==> src/design/abh_cfg.svh <==
`ifndef ABH_CFG_SVH
`define ABH_CFG_SVH

// ****************************************************************
// register byte offsets
// ****************************************************************
`define ABH_OFF_OPT1        8'h00
`define ABH_OFF_OPT2        8'h04
`define ABH_OFF_OPT3        8'h08
`define ABH_OFF_OPT4        8'h0C
`define ABH_OFF_OPT5        8'h10
`define ABH_OFF_HB_THR      8'h14
`define ABH_OFF_HB_HYS      8'h18
`define ABH_OFF_CFG         8'h1C
`define ABH_OFF_STATUS      8'h20
`define ABH_OFF_LATCH_CLR   8'h24
`define ABH_OFF_CT_NOW      8'h28

// ****************************************************************
// field positions
// ****************************************************************
`define ABH_OPT_LATCH       0
`define ABH_OPT_INERR       1
`define ABH_OPT_INVERT      2
`define ABH_OPT_HOLDRST     3
`define ABH_CFG_OUT1_LSB    0
`define ABH_CFG_OUT1_MSB    1
`define ABH_ST_ALM_LSB      0
`define ABH_ST_ALM_MSB      4
`define ABH_ST_DO_LSB       5
`define ABH_ST_DO_MSB       9
`define ABH_ST_HB_ALM       10
`define ABH_ST_HB_QUAL      11

// ****************************************************************
// reset values and limits
// ****************************************************************
`define ABH_OPT_RST         4'h0
`define ABH_AMP_RST         10'h000
`define ABH_AMP_MAX         10'h3E8
`define ABH_OUT1_RST        2'h0
`define ABH_OUT1_RELAY      2'h0
`define ABH_OUT1_SSR        2'h1
`define ABH_OUT1_CURRENT    2'h2
`define ABH_OUT1_VOLTAGE    2'h3

// ****************************************************************
// timing
// ****************************************************************
`define ABH_CLK_HZ          125000000
`define ABH_HB_ON_TIME_MS   300
`define ABH_HB_ON_CYCLES    (`ABH_HB_ON_TIME_MS * (`ABH_CLK_HZ / 1000))

`endif

==> src/design/abh_pkg.sv <==
`default_nettype none

package abh_pkg;

	typedef logic [3:0] abh_opt_type;
	typedef logic [9:0] abh_amp_type;
	typedef logic [1:0] abh_out1_type;

	typedef enum logic [1:0] {
		HB_OFF,
		HB_WAIT,
		HB_OK,
		HB_BREAK
	} abh_hb_state_type;

endpackage : abh_pkg

`default_nettype wire

==> src/design/abh_alarm_chan.sv <==
`timescale 1ns/1ns
`default_nettype none
`include "abh_cfg.svh"

module abh_alarm_chan (
	input  wire logic                 sys_clk_i,
	input  wire logic                 nrst_i,
	input  wire abh_pkg::abh_opt_type option_i,
	input  wire logic                 event_i,
	input  wire logic                 hold_type_i,
	input  wire logic                 input_error_i,
	input  wire logic                 rearm_i,
	input  wire logic                 latch_clr_i,
	output logic                      alarm_o,
	output logic                      do_o
);
	import abh_pkg::*;

	logic hold_r;
	logic latch_r;
	logic live;
	logic state;

	// ****************************************************************
	// hold suppression
	// ****************************************************************
	// armed by reset (power cycle); released once the event first clears
	always_ff @(posedge sys_clk_i or negedge nrst_i) begin
		if (!nrst_i) begin
			hold_r <= 1'b1;
		end else if (rearm_i && option_i[`ABH_OPT_HOLDRST] && hold_type_i) begin
			hold_r <= 1'b1;
		end else if (!event_i) begin
			hold_r <= 1'b0;
		end
	end

	always_comb begin
		live = (event_i && !(hold_type_i && hold_r))
			|| (option_i[`ABH_OPT_INERR] && input_error_i);
	end

	// ****************************************************************
	// latch
	// ****************************************************************
	// set wins over a clear in the same cycle
	always_ff @(posedge sys_clk_i or negedge nrst_i) begin
		if (!nrst_i) begin
			latch_r <= 1'b0;
		end else if (live && option_i[`ABH_OPT_LATCH]) begin
			latch_r <= 1'b1;
		end else if (latch_clr_i || !option_i[`ABH_OPT_LATCH]) begin
			latch_r <= 1'b0;
		end
	end

	assign state = live || latch_r;

	// ****************************************************************
	// outputs
	// ****************************************************************
	always_ff @(posedge sys_clk_i or negedge nrst_i) begin
		if (!nrst_i) begin
			alarm_o <= 1'b0;
			do_o    <= 1'b0;
		end else begin
			alarm_o <= state;
			do_o    <= option_i[`ABH_OPT_INVERT] ? !state : state;
		end
	end

endmodule : abh_alarm_chan

`default_nettype wire

==> src/design/abh_hb_det.sv <==
`timescale 1ns/1ns
`default_nettype none
`include "abh_cfg.svh"

module abh_hb_det #(
	parameter int unsigned ON_CYCLES = `ABH_HB_ON_CYCLES
) (
	input  wire logic                  sys_clk_i,
	input  wire logic                  nrst_i,
	input  wire abh_pkg::abh_out1_type out1_type_i,
	input  wire logic                  out1_on_i,
	input  wire abh_pkg::abh_amp_type  ct_current_i,
	input  wire logic                  ct_valid_i,
	input  wire abh_pkg::abh_amp_type  threshold_i,
	input  wire abh_pkg::abh_amp_type  hysteresis_i,
	output logic                       qualified_o,
	output logic                       alarm_o
);
	import abh_pkg::*;

	logic [25:0]      on_cnt_r;
	abh_hb_state_type state_r;
	logic             onoff;
	logic             ready;
	logic [10:0]      recover;

	// analog outputs give no on/off edge to measure against
	assign onoff   = (out1_type_i == `ABH_OUT1_RELAY) || (out1_type_i == `ABH_OUT1_SSR);
	assign ready   = (on_cnt_r >= 26'(ON_CYCLES));
	assign recover = {1'b0, threshold_i} + {1'b0, hysteresis_i};

	// ****************************************************************
	// on-time qualifier
	// ****************************************************************
	always_ff @(posedge sys_clk_i or negedge nrst_i) begin
		if (!nrst_i) begin
			on_cnt_r <= 26'h0000000;
		end else if (!out1_on_i || !onoff) begin
			on_cnt_r <= 26'h0000000;
		end else if (!ready) begin
			on_cnt_r <= on_cnt_r + 26'h0000001;
		end
	end

	// ****************************************************************
	// detection with hysteresis
	// ****************************************************************
	// while output 1 is off nothing is measured, so the verdict holds
	always_ff @(posedge sys_clk_i or negedge nrst_i) begin
		if (!nrst_i) begin
			state_r <= HB_OFF;
		end else begin
			case (state_r)
				HB_OFF: begin
					if (onoff) begin
						state_r <= HB_WAIT;
					end
				end
				HB_WAIT, HB_OK: begin
					if (!onoff) begin
						state_r <= HB_OFF;
					end else if (ct_valid_i && ready && ct_current_i <= threshold_i) begin
						state_r <= HB_BREAK;
					end else if (ct_valid_i && ready) begin
						state_r <= HB_OK;
					end
				end
				HB_BREAK: begin
					if (!onoff) begin
						state_r <= HB_OFF;
					end else if (ct_valid_i && ready && {1'b0, ct_current_i} > recover) begin
						state_r <= HB_OK;
					end
				end
				default: state_r <= HB_OFF;
			endcase
		end
	end

	always_ff @(posedge sys_clk_i or negedge nrst_i) begin
		if (!nrst_i) begin
			qualified_o <= 1'b0;
			alarm_o     <= 1'b0;
		end else begin
			qualified_o <= ready && onoff;
			alarm_o     <= (state_r == HB_BREAK);
		end
	end

endmodule : abh_hb_det

`default_nettype wire

==> src/design/abh_top.sv <==
`timescale 1ns/1ns
`default_nettype none
`include "abh_cfg.svh"

module abh_top #(
	parameter int unsigned HB_ON_CYCLES = `ABH_HB_ON_CYCLES
) (
	input  wire logic                 sys_clk_i,
	input  wire logic                 nrst_i,
	// classic wishbone slave
	input  wire logic                 wb_cyc_i,
	input  wire logic                 wb_stb_i,
	input  wire logic                 wb_we_i,
	input  wire logic [7:0]           wb_adr_i,
	input  wire logic [3:0]           wb_sel_i,
	input  wire logic [31:0]          wb_dat_i,
	output logic      [31:0]          wb_dat_o,
	output logic                      wb_ack_o,
	// alarm event sources from the alarm type decoder
	input  wire logic [4:0]           alarm_event_i,
	input  wire logic [4:0]           alarm_hold_type_i,
	input  wire logic                 over_range_indication_i,
	input  wire logic                 under_range_indication_i,
	// hold re-arm causes
	input  wire logic                 set_value_change_i,
	input  wire logic [4:0]           alarm_type_code_change_i,
	input  wire logic [4:0]           alarm_threshold_change_i,
	input  wire logic                 standby_cancel_i,
	// heater current
	input  wire logic                 out1_on_i,
	input  wire abh_pkg::abh_amp_type current_transformer_i,
	input  wire logic                 current_transformer_valid_i,
	// results
	output logic      [4:0]           alarm_o,
	output logic      [4:0]           discrete_out_o,
	output logic                      heater_break_o
);
	import abh_pkg::*;

	// ****************************************************************
	// register state
	// ****************************************************************
	abh_opt_type  alarm_option_word_r [0:4];
	abh_amp_type  heater_break_threshold_r;
	abh_amp_type  heater_break_hysteresis_r;
	abh_out1_type out1_type_r;
	abh_amp_type  ct_last_r;
	logic [4:0]   latch_clr_r;
	logic         ack_r;
	logic [31:0]  dat_r;
	logic [31:0]  rd_nxt;
	logic         bus_req;
	logic         wr_stb;
	logic         wr_lo;
	logic         wr_hi;
	abh_amp_type  wr_amp;
	logic [4:0]   alarm_w;
	logic [4:0]   do_w;
	logic         hb_alarm_w;
	logic         hb_qual_w;
	logic         input_error;
	logic [4:0]   rearm;

	// ****************************************************************
	// bus handshake
	// ****************************************************************
	// one wait state: ack one cycle after the strobe, then dropped
	assign bus_req = wb_cyc_i && wb_stb_i && !ack_r;
	assign wr_stb  = bus_req && wb_we_i;
	assign wr_lo   = wr_stb && wb_sel_i[0];
	assign wr_hi   = wr_stb && wb_sel_i[1];

	always_ff @(posedge sys_clk_i or negedge nrst_i) begin
		if (!nrst_i) begin
			ack_r <= 1'b0;
		end else begin
			ack_r <= bus_req;
		end
	end

	assign wb_ack_o = ack_r;
	assign wb_dat_o = dat_r;

	// amperes in bits 9:0 above the top of the range are clamped; bits above 9 are dropped
	always_comb begin
		wr_amp = wb_dat_i[9:0];
		if (wr_amp > `ABH_AMP_MAX) begin
			wr_amp = `ABH_AMP_MAX;
		end
	end

	// ****************************************************************
	// option words
	// ****************************************************************
	// every value 0000 to 1111 is legal, so no filtering on write
	always_ff @(posedge sys_clk_i or negedge nrst_i) begin
		if (!nrst_i) begin
			for (int i = 0; i < 5; i++) begin
				alarm_option_word_r[i] <= `ABH_OPT_RST;
			end
		end else if (wr_lo) begin
			case (wb_adr_i)
				`ABH_OFF_OPT1: alarm_option_word_r[0] <= wb_dat_i[3:0];
				`ABH_OFF_OPT2: alarm_option_word_r[1] <= wb_dat_i[3:0];
				`ABH_OFF_OPT3: alarm_option_word_r[2] <= wb_dat_i[3:0];
				`ABH_OFF_OPT4: alarm_option_word_r[3] <= wb_dat_i[3:0];
				`ABH_OFF_OPT5: alarm_option_word_r[4] <= wb_dat_i[3:0];
				default: ;
			endcase
		end
	end

	// ****************************************************************
	// heater-break settings
	// ****************************************************************
	// both bytes must be enabled, a half-written current would glitch
	always_ff @(posedge sys_clk_i or negedge nrst_i) begin
		if (!nrst_i) begin
			heater_break_threshold_r <= `ABH_AMP_RST;
		end else if (wr_lo && wr_hi && wb_adr_i == `ABH_OFF_HB_THR) begin
			heater_break_threshold_r <= wr_amp;
		end
	end

	always_ff @(posedge sys_clk_i or negedge nrst_i) begin
		if (!nrst_i) begin
			heater_break_hysteresis_r <= `ABH_AMP_RST;
		end else if (wr_lo && wr_hi && wb_adr_i == `ABH_OFF_HB_HYS) begin
			heater_break_hysteresis_r <= wr_amp;
		end
	end

	always_ff @(posedge sys_clk_i or negedge nrst_i) begin
		if (!nrst_i) begin
			out1_type_r <= `ABH_OUT1_RST;
		end else if (wr_lo && wb_adr_i == `ABH_OFF_CFG) begin
			out1_type_r <= wb_dat_i[`ABH_CFG_OUT1_MSB:`ABH_CFG_OUT1_LSB];
		end
	end

	// last sampled heater current, for setting the threshold by hand
	always_ff @(posedge sys_clk_i or negedge nrst_i) begin
		if (!nrst_i) begin
			ct_last_r <= `ABH_AMP_RST;
		end else if (current_transformer_valid_i) begin
			ct_last_r <= current_transformer_i;
		end
	end

	// ****************************************************************
	// latch clear strobes
	// ****************************************************************
	// write-one pulse, lasts a single cycle
	always_ff @(posedge sys_clk_i or negedge nrst_i) begin
		if (!nrst_i) begin
			latch_clr_r <= 5'h00;
		end else if (wr_lo && wb_adr_i == `ABH_OFF_LATCH_CLR) begin
			latch_clr_r <= wb_dat_i[4:0];
		end else begin
			latch_clr_r <= 5'h00;
		end
	end

	// ****************************************************************
	// read data
	// ****************************************************************
	always_comb begin
		rd_nxt = 32'h00000000;
		case (wb_adr_i)
			`ABH_OFF_OPT1:    rd_nxt[3:0] = alarm_option_word_r[0];
			`ABH_OFF_OPT2:    rd_nxt[3:0] = alarm_option_word_r[1];
			`ABH_OFF_OPT3:    rd_nxt[3:0] = alarm_option_word_r[2];
			`ABH_OFF_OPT4:    rd_nxt[3:0] = alarm_option_word_r[3];
			`ABH_OFF_OPT5:    rd_nxt[3:0] = alarm_option_word_r[4];
			`ABH_OFF_HB_THR:  rd_nxt[9:0] = heater_break_threshold_r;
			`ABH_OFF_HB_HYS:  rd_nxt[9:0] = heater_break_hysteresis_r;
			`ABH_OFF_CFG:     rd_nxt[1:0] = out1_type_r;
			`ABH_OFF_CT_NOW:  rd_nxt[9:0] = ct_last_r;
			`ABH_OFF_STATUS: begin
				rd_nxt[`ABH_ST_ALM_MSB:`ABH_ST_ALM_LSB] = alarm_w;
				rd_nxt[`ABH_ST_DO_MSB:`ABH_ST_DO_LSB]   = do_w;
				rd_nxt[`ABH_ST_HB_ALM]                  = hb_alarm_w;
				rd_nxt[`ABH_ST_HB_QUAL]                 = hb_qual_w;
			end
			default:          rd_nxt = 32'h00000000;
		endcase
	end

	always_ff @(posedge sys_clk_i or negedge nrst_i) begin
		if (!nrst_i) begin
			dat_r <= 32'h00000000;
		end else if (bus_req && !wb_we_i) begin
			dat_r <= rd_nxt;
		end
	end

	// ****************************************************************
	// alarm channels
	// ****************************************************************
	// type code zero is left to software when input-error alarming is used
	assign input_error = over_range_indication_i || under_range_indication_i;

	always_comb begin
		for (int i = 0; i < 5; i++) begin
			rearm[i] = set_value_change_i || alarm_type_code_change_i[i]
				|| alarm_threshold_change_i[i] || standby_cancel_i;
		end
	end

	for (genvar g = 0; g < 5; g++) begin : g_chan
		abh_alarm_chan u_chan (
			.sys_clk_i     (sys_clk_i),
			.nrst_i        (nrst_i),
			.option_i      (alarm_option_word_r[g]),
			.event_i       (alarm_event_i[g]),
			.hold_type_i   (alarm_hold_type_i[g]),
			.input_error_i (input_error),
			.rearm_i       (rearm[g]),
			.latch_clr_i   (latch_clr_r[g]),
			.alarm_o       (alarm_w[g]),
			.do_o          (do_w[g])
		);
	end

	// ****************************************************************
	// heater-break detector
	// ****************************************************************
	// under phase-angle firing the current is never a clean on value
	abh_hb_det #(
		.ON_CYCLES (HB_ON_CYCLES)
	) u_hb (
		.sys_clk_i    (sys_clk_i),
		.nrst_i       (nrst_i),
		.out1_type_i  (out1_type_r),
		.out1_on_i    (out1_on_i),
		.ct_current_i (current_transformer_i),
		.ct_valid_i   (current_transformer_valid_i),
		.threshold_i  (heater_break_threshold_r),
		.hysteresis_i (heater_break_hysteresis_r),
		.qualified_o  (hb_qual_w),
		.alarm_o      (hb_alarm_w)
	);

	assign alarm_o        = alarm_w;
	assign discrete_out_o = do_w;
	assign heater_break_o = hb_alarm_w;

endmodule : abh_top

`default_nettype wire

==> config.mk <==
export PLATFORM = sky130hd
export DESIGN_NAME = abh_top
export DESIGN_NICKNAME = d
export VERILOG_FILES = /design/src/design/abh_pkg.sv /design/src/design/abh_alarm_chan.sv /design/src/design/abh_hb_det.sv /design/src/design/abh_top.sv
export VERILOG_INCLUDE_DIRS = /design/src /design/src/design
export SDC_FILE = /design/constraint.sdc
export NUM_CORES = 1
export LEC_CHECK = 0
export ABC_AREA = 1
export BUFFER_PORTS_ARGS = -buffer_cell sky130_fd_sc_hd__clkbuf_2
export CAP_MARGIN = 0
export CORE_ASPECT_RATIO = 0.7
export CORE_MARGIN = 2
export CORE_UTILIZATION = 60
export DETAILED_ROUTE_END_ITERATION = 7
export GPL_TIMING_DRIVEN = 1
export PLACE_DENSITY_LB_ADDON = 0.1
export SYNTH_ARGS = -nofsm -noshare
export SYNTH_HDL_FRONTEND = slang
export SYNTH_SLANG_ARGS = --single-unit
==> constraint.sdc <==
create_clock -name sys_clk_i -period 6 [get_ports sys_clk_i]
set_clock_uncertainty 0.2 [all_clocks]
set_input_delay 0.6 -clock sys_clk_i [delete_from_list [all_inputs] [get_ports sys_clk_i]]
set_output_delay 0.6 -clock sys_clk_i [all_outputs]
set_load 0.02 [all_outputs]
==> metrics.txt <==
RSZ-0062 raised after global routing false; Hold Violations, Final 0; Rows 32; sequential share of the synthesized area 0.431; Post-DP HPWL 13.3 mm; initial antenna violation count 0; core box area between 10000 and 15000 um2; measured slew at the worst slew-check pin between 1 and 1.5 ns; Fin Setup TNS 0 ns; Detailed Routing Iterations Pass 1 6; worst relative slew slack 0.302; crit end category flip-flop; Post-Syn Instances ~890; Filler Cell Count between 800 and 900; Die Area roughly 13000 um2; first-pass GRT wire length 29.3 mm; Post-CTS Resized 0; leakage 4.16 nW; share of layout cells above drive strength 1 0.159; floorplan die height roughly 94 um; post-synth top area share 0.412; Final min period approximately 3.3 ns; Worst Hold Class in2async; max-cap violations 0; cell area after synthesis ~7000 um2; Inserted Clock Buffers 17; Total GRT Usage 0.304; Sink Count 120; number of synthesized flops with an enable pin 0; CP Launch Type flip-flop; Setup-failing EPs final 0; post-DR vias/cell 5.53; worst vdd ir 0.247 mV; post-route cell area 7990 um2; register-to-register setup slack between 2 and 3 ns; Async SR Flop Fraction 1.00; Tcrit/Tclk final 0.554; CTS tree yes; Diodes inserted 0; CTS clock-pin slew for the worst setup and hold paths about 0.060 ns; fin nets 1098; synth unique cells 47; number of port buffers 84; pin count of the biggest net entering global routing 84; CP Class reg2reg; Clock Path Buffers 2; Post-Route WL 18.0 mm; crit path DAT about 3.4 ns; Root Driver clkbuf_16; top post-synthesis cells by area dfrtp_1, nand2_1, ha_1; hold_buf cts 0; Antenna Violating Nets Remaining 0; Placer Congestion roughly 0.94; R2R cell count 17; Peak Freq roughly 300 MHz; worst skew pair latency 0.42 ns; status completed; detailed-route via count 6325; final core utilization 0.715; most common flop cell mapped by yosys dfrtp_1; Multi-input gate area 3320 um2; post-CTS setup buffers 0; CP Data Required Time 6.11 ns; Starting Density 0.625; dpl cell area between 7000 and 8000 um2; largest area contributor in the netlist dfrtp_1; Slew Limit Fails 0; register area approximately 3000 um2; total gr overflow 0; boundary pin count about 130; reg2reg end u_hb.state_r[0]; Power Density around 260 nW/um2; Syn-to-layout area delta 14.4%; Critical R2R Launch heater_break_threshold_r[0]; vias in the first global route around 6000; Initial DRC Count 596; DR WL/cell roughly 16 um; number of synthesized register bits 120; Residual DRC 0; Syn. warnings 0; Avg Inst Size Synth 7.81 um2; die width ~130 um; Max H-tree Level 4; CP max FO 4
[flip-flops by register name, summed over array words and instances (netlist names)]
name / count
out1_type_r: 2
wb_dat_o: 12
latch_clr_r: 5
heater_break_threshold_r: 10
alarm_option_word_r: 20
ct_last_r: 10
g_chan.u_chan.hold_r: 5
g_chan.u_chan.latch_r: 5
g_chan.u_chan.do_o: 5
u_hb.state_r: 2
u_hb.on_cnt_r: 26
wb_ack_o: 1
heater_break_hysteresis_r: 10
u_hb.qualified_o: 1
u_hb.alarm_o: 1
g_chan.u_chan.alarm_o: 5
[kinds of logic (layout without fill, tap and decap cells)]
kind of cell / after synthesis / count (layout) / synth area share
and+or+nand+nor: 421 / 421 / 0.267
buffers and inverters: 158 / 236 / 0.103
AOI/OAI and AO/OA: 139 / 139 / 0.109
DFF: 120 / 120 / 0.431
adders and majority gates: 36 / 36 / 0.0656
xor gates and xnor gates: 14 / 14 / 0.0176
muxes: 4 / 4 / 0.00645
other: 1 / 20 / 0.000537
[routing by layer]
metal	GRT usage	up-vias	share of wire
li1	-	3029	-
met1	0.447	2956	0.47
met2	0.446	306	0.42
met3	0.0728	34	0.10
met4	0.0896	0	0.016
met5	0	-	0
[worst max-delay path, stage by stage, from the launching register on]
cell	delay [ns]
dfrtp_1	0.49
ha_1	0.32
fa_1	0.43
nand4_1	0.11
nand3_1	0.19
a21oi_1	0.23
xor2_1	0.20
ha_1	0.27
nand2_1	0.09
nor2_1	0.05
nand4_1	0.08
nand3_1	0.10
nor2_2	0.11
nand3_1	0.08
nand2_2	0.08
nand2_1	0.07
nand2_1	0.06
nand2_1	0.04
[worst max path at each step]
stage | endpoint | cells past startpoint | startpoint | slack [ns]
floorplan | u_hb.state_r[0] | 17 | heater_break_threshold_r[0] | 3.21
global route | u_hb.state_r[1] | 19 | heater_break_threshold_r[0] | 2.40
detailed placement | u_hb.state_r[1] | 17 | heater_break_threshold_r[0] | 2.74
CTS | u_hb.state_r[0] | 17 | heater_break_threshold_r[0] | 2.72
finish | u_hb.state_r[0] | 17 | heater_break_threshold_r[0] | 2.68
global placement | u_hb.state_r[0] | 17 | heater_break_threshold_r[0] | 2.84
[area by class of cell]
type / instances / share of cell area
flip-flops and latches: 120 / 0.377
inverters: 119 / 0.0563
multi-input cells: 634 / 0.416
well taps: 153 / 0.0240
clock buffers: 18 / 0.0537
clock inverters: 14 / 0.0190
repair buffers: 85 / 0.0539
[Yosys cell counts (2+ instances only)]
cell type / number
nor4_1: 9
buf_4: 31
nor3_1: 17
nor2_1: 55
nor2_2: 4
clkbuf_1: 5
nor2_4: 3
a22oi_1: 2
o21a_1: 2
a21oi_1: 30
xnor2_1: 3
nand4_1: 23
buf_2: 3
inv_2: 9
o21ai_1: 23
inv_1: 108
o2111ai_1: 5
o22ai_1: 3
nand2_2: 4
ha_1: 35
nand2_1: 259
nand2_4: 3
o211ai_1: 2
mux2_2: 4
xor2_1: 11
o21ai_0: 61
a31oi_1: 4
dfrtp_1: 115
o31ai_1: 3
nand3_2: 2
dfstp_2: 5
nand3_1: 35
[power breakdown]
group	leakage [nW]	total [mW]	internal, mW	switching, mW
logic	2.31	0.202	0.0672	0.135
clock network	0.281	1.01	0.614	0.393
registers	1.57	0.850	0.833	0.0167
total	4.16	2.06	1.51	0.545
[cells in the final DEF, fill, tap and decap left out, drive strengths merged, types with 23 or more instances in the layout]
master / instances
nand2: 267
inv: 121
dfrtp: 115
clkbuf: 101
o21ai: 84
nor2: 63
nand3: 37
ha: 35
a21oi: 30
nand4: 23
[per-stage QoR]
stage	instances	hold slack (ns)	power [mW]	worst slack, ns
after floorplan	912	0.104	0.999	3.21
after global placement	1111	0.239	1.06	2.84
after detailed placement	1111	0.240	1.06	2.74
after CTS	1143	0.202	2.06	2.72
after global routing	1143	0.215	2.13	2.40
final	1143	0.151	2.06	2.68
Power figures use the tool's default switching activity.
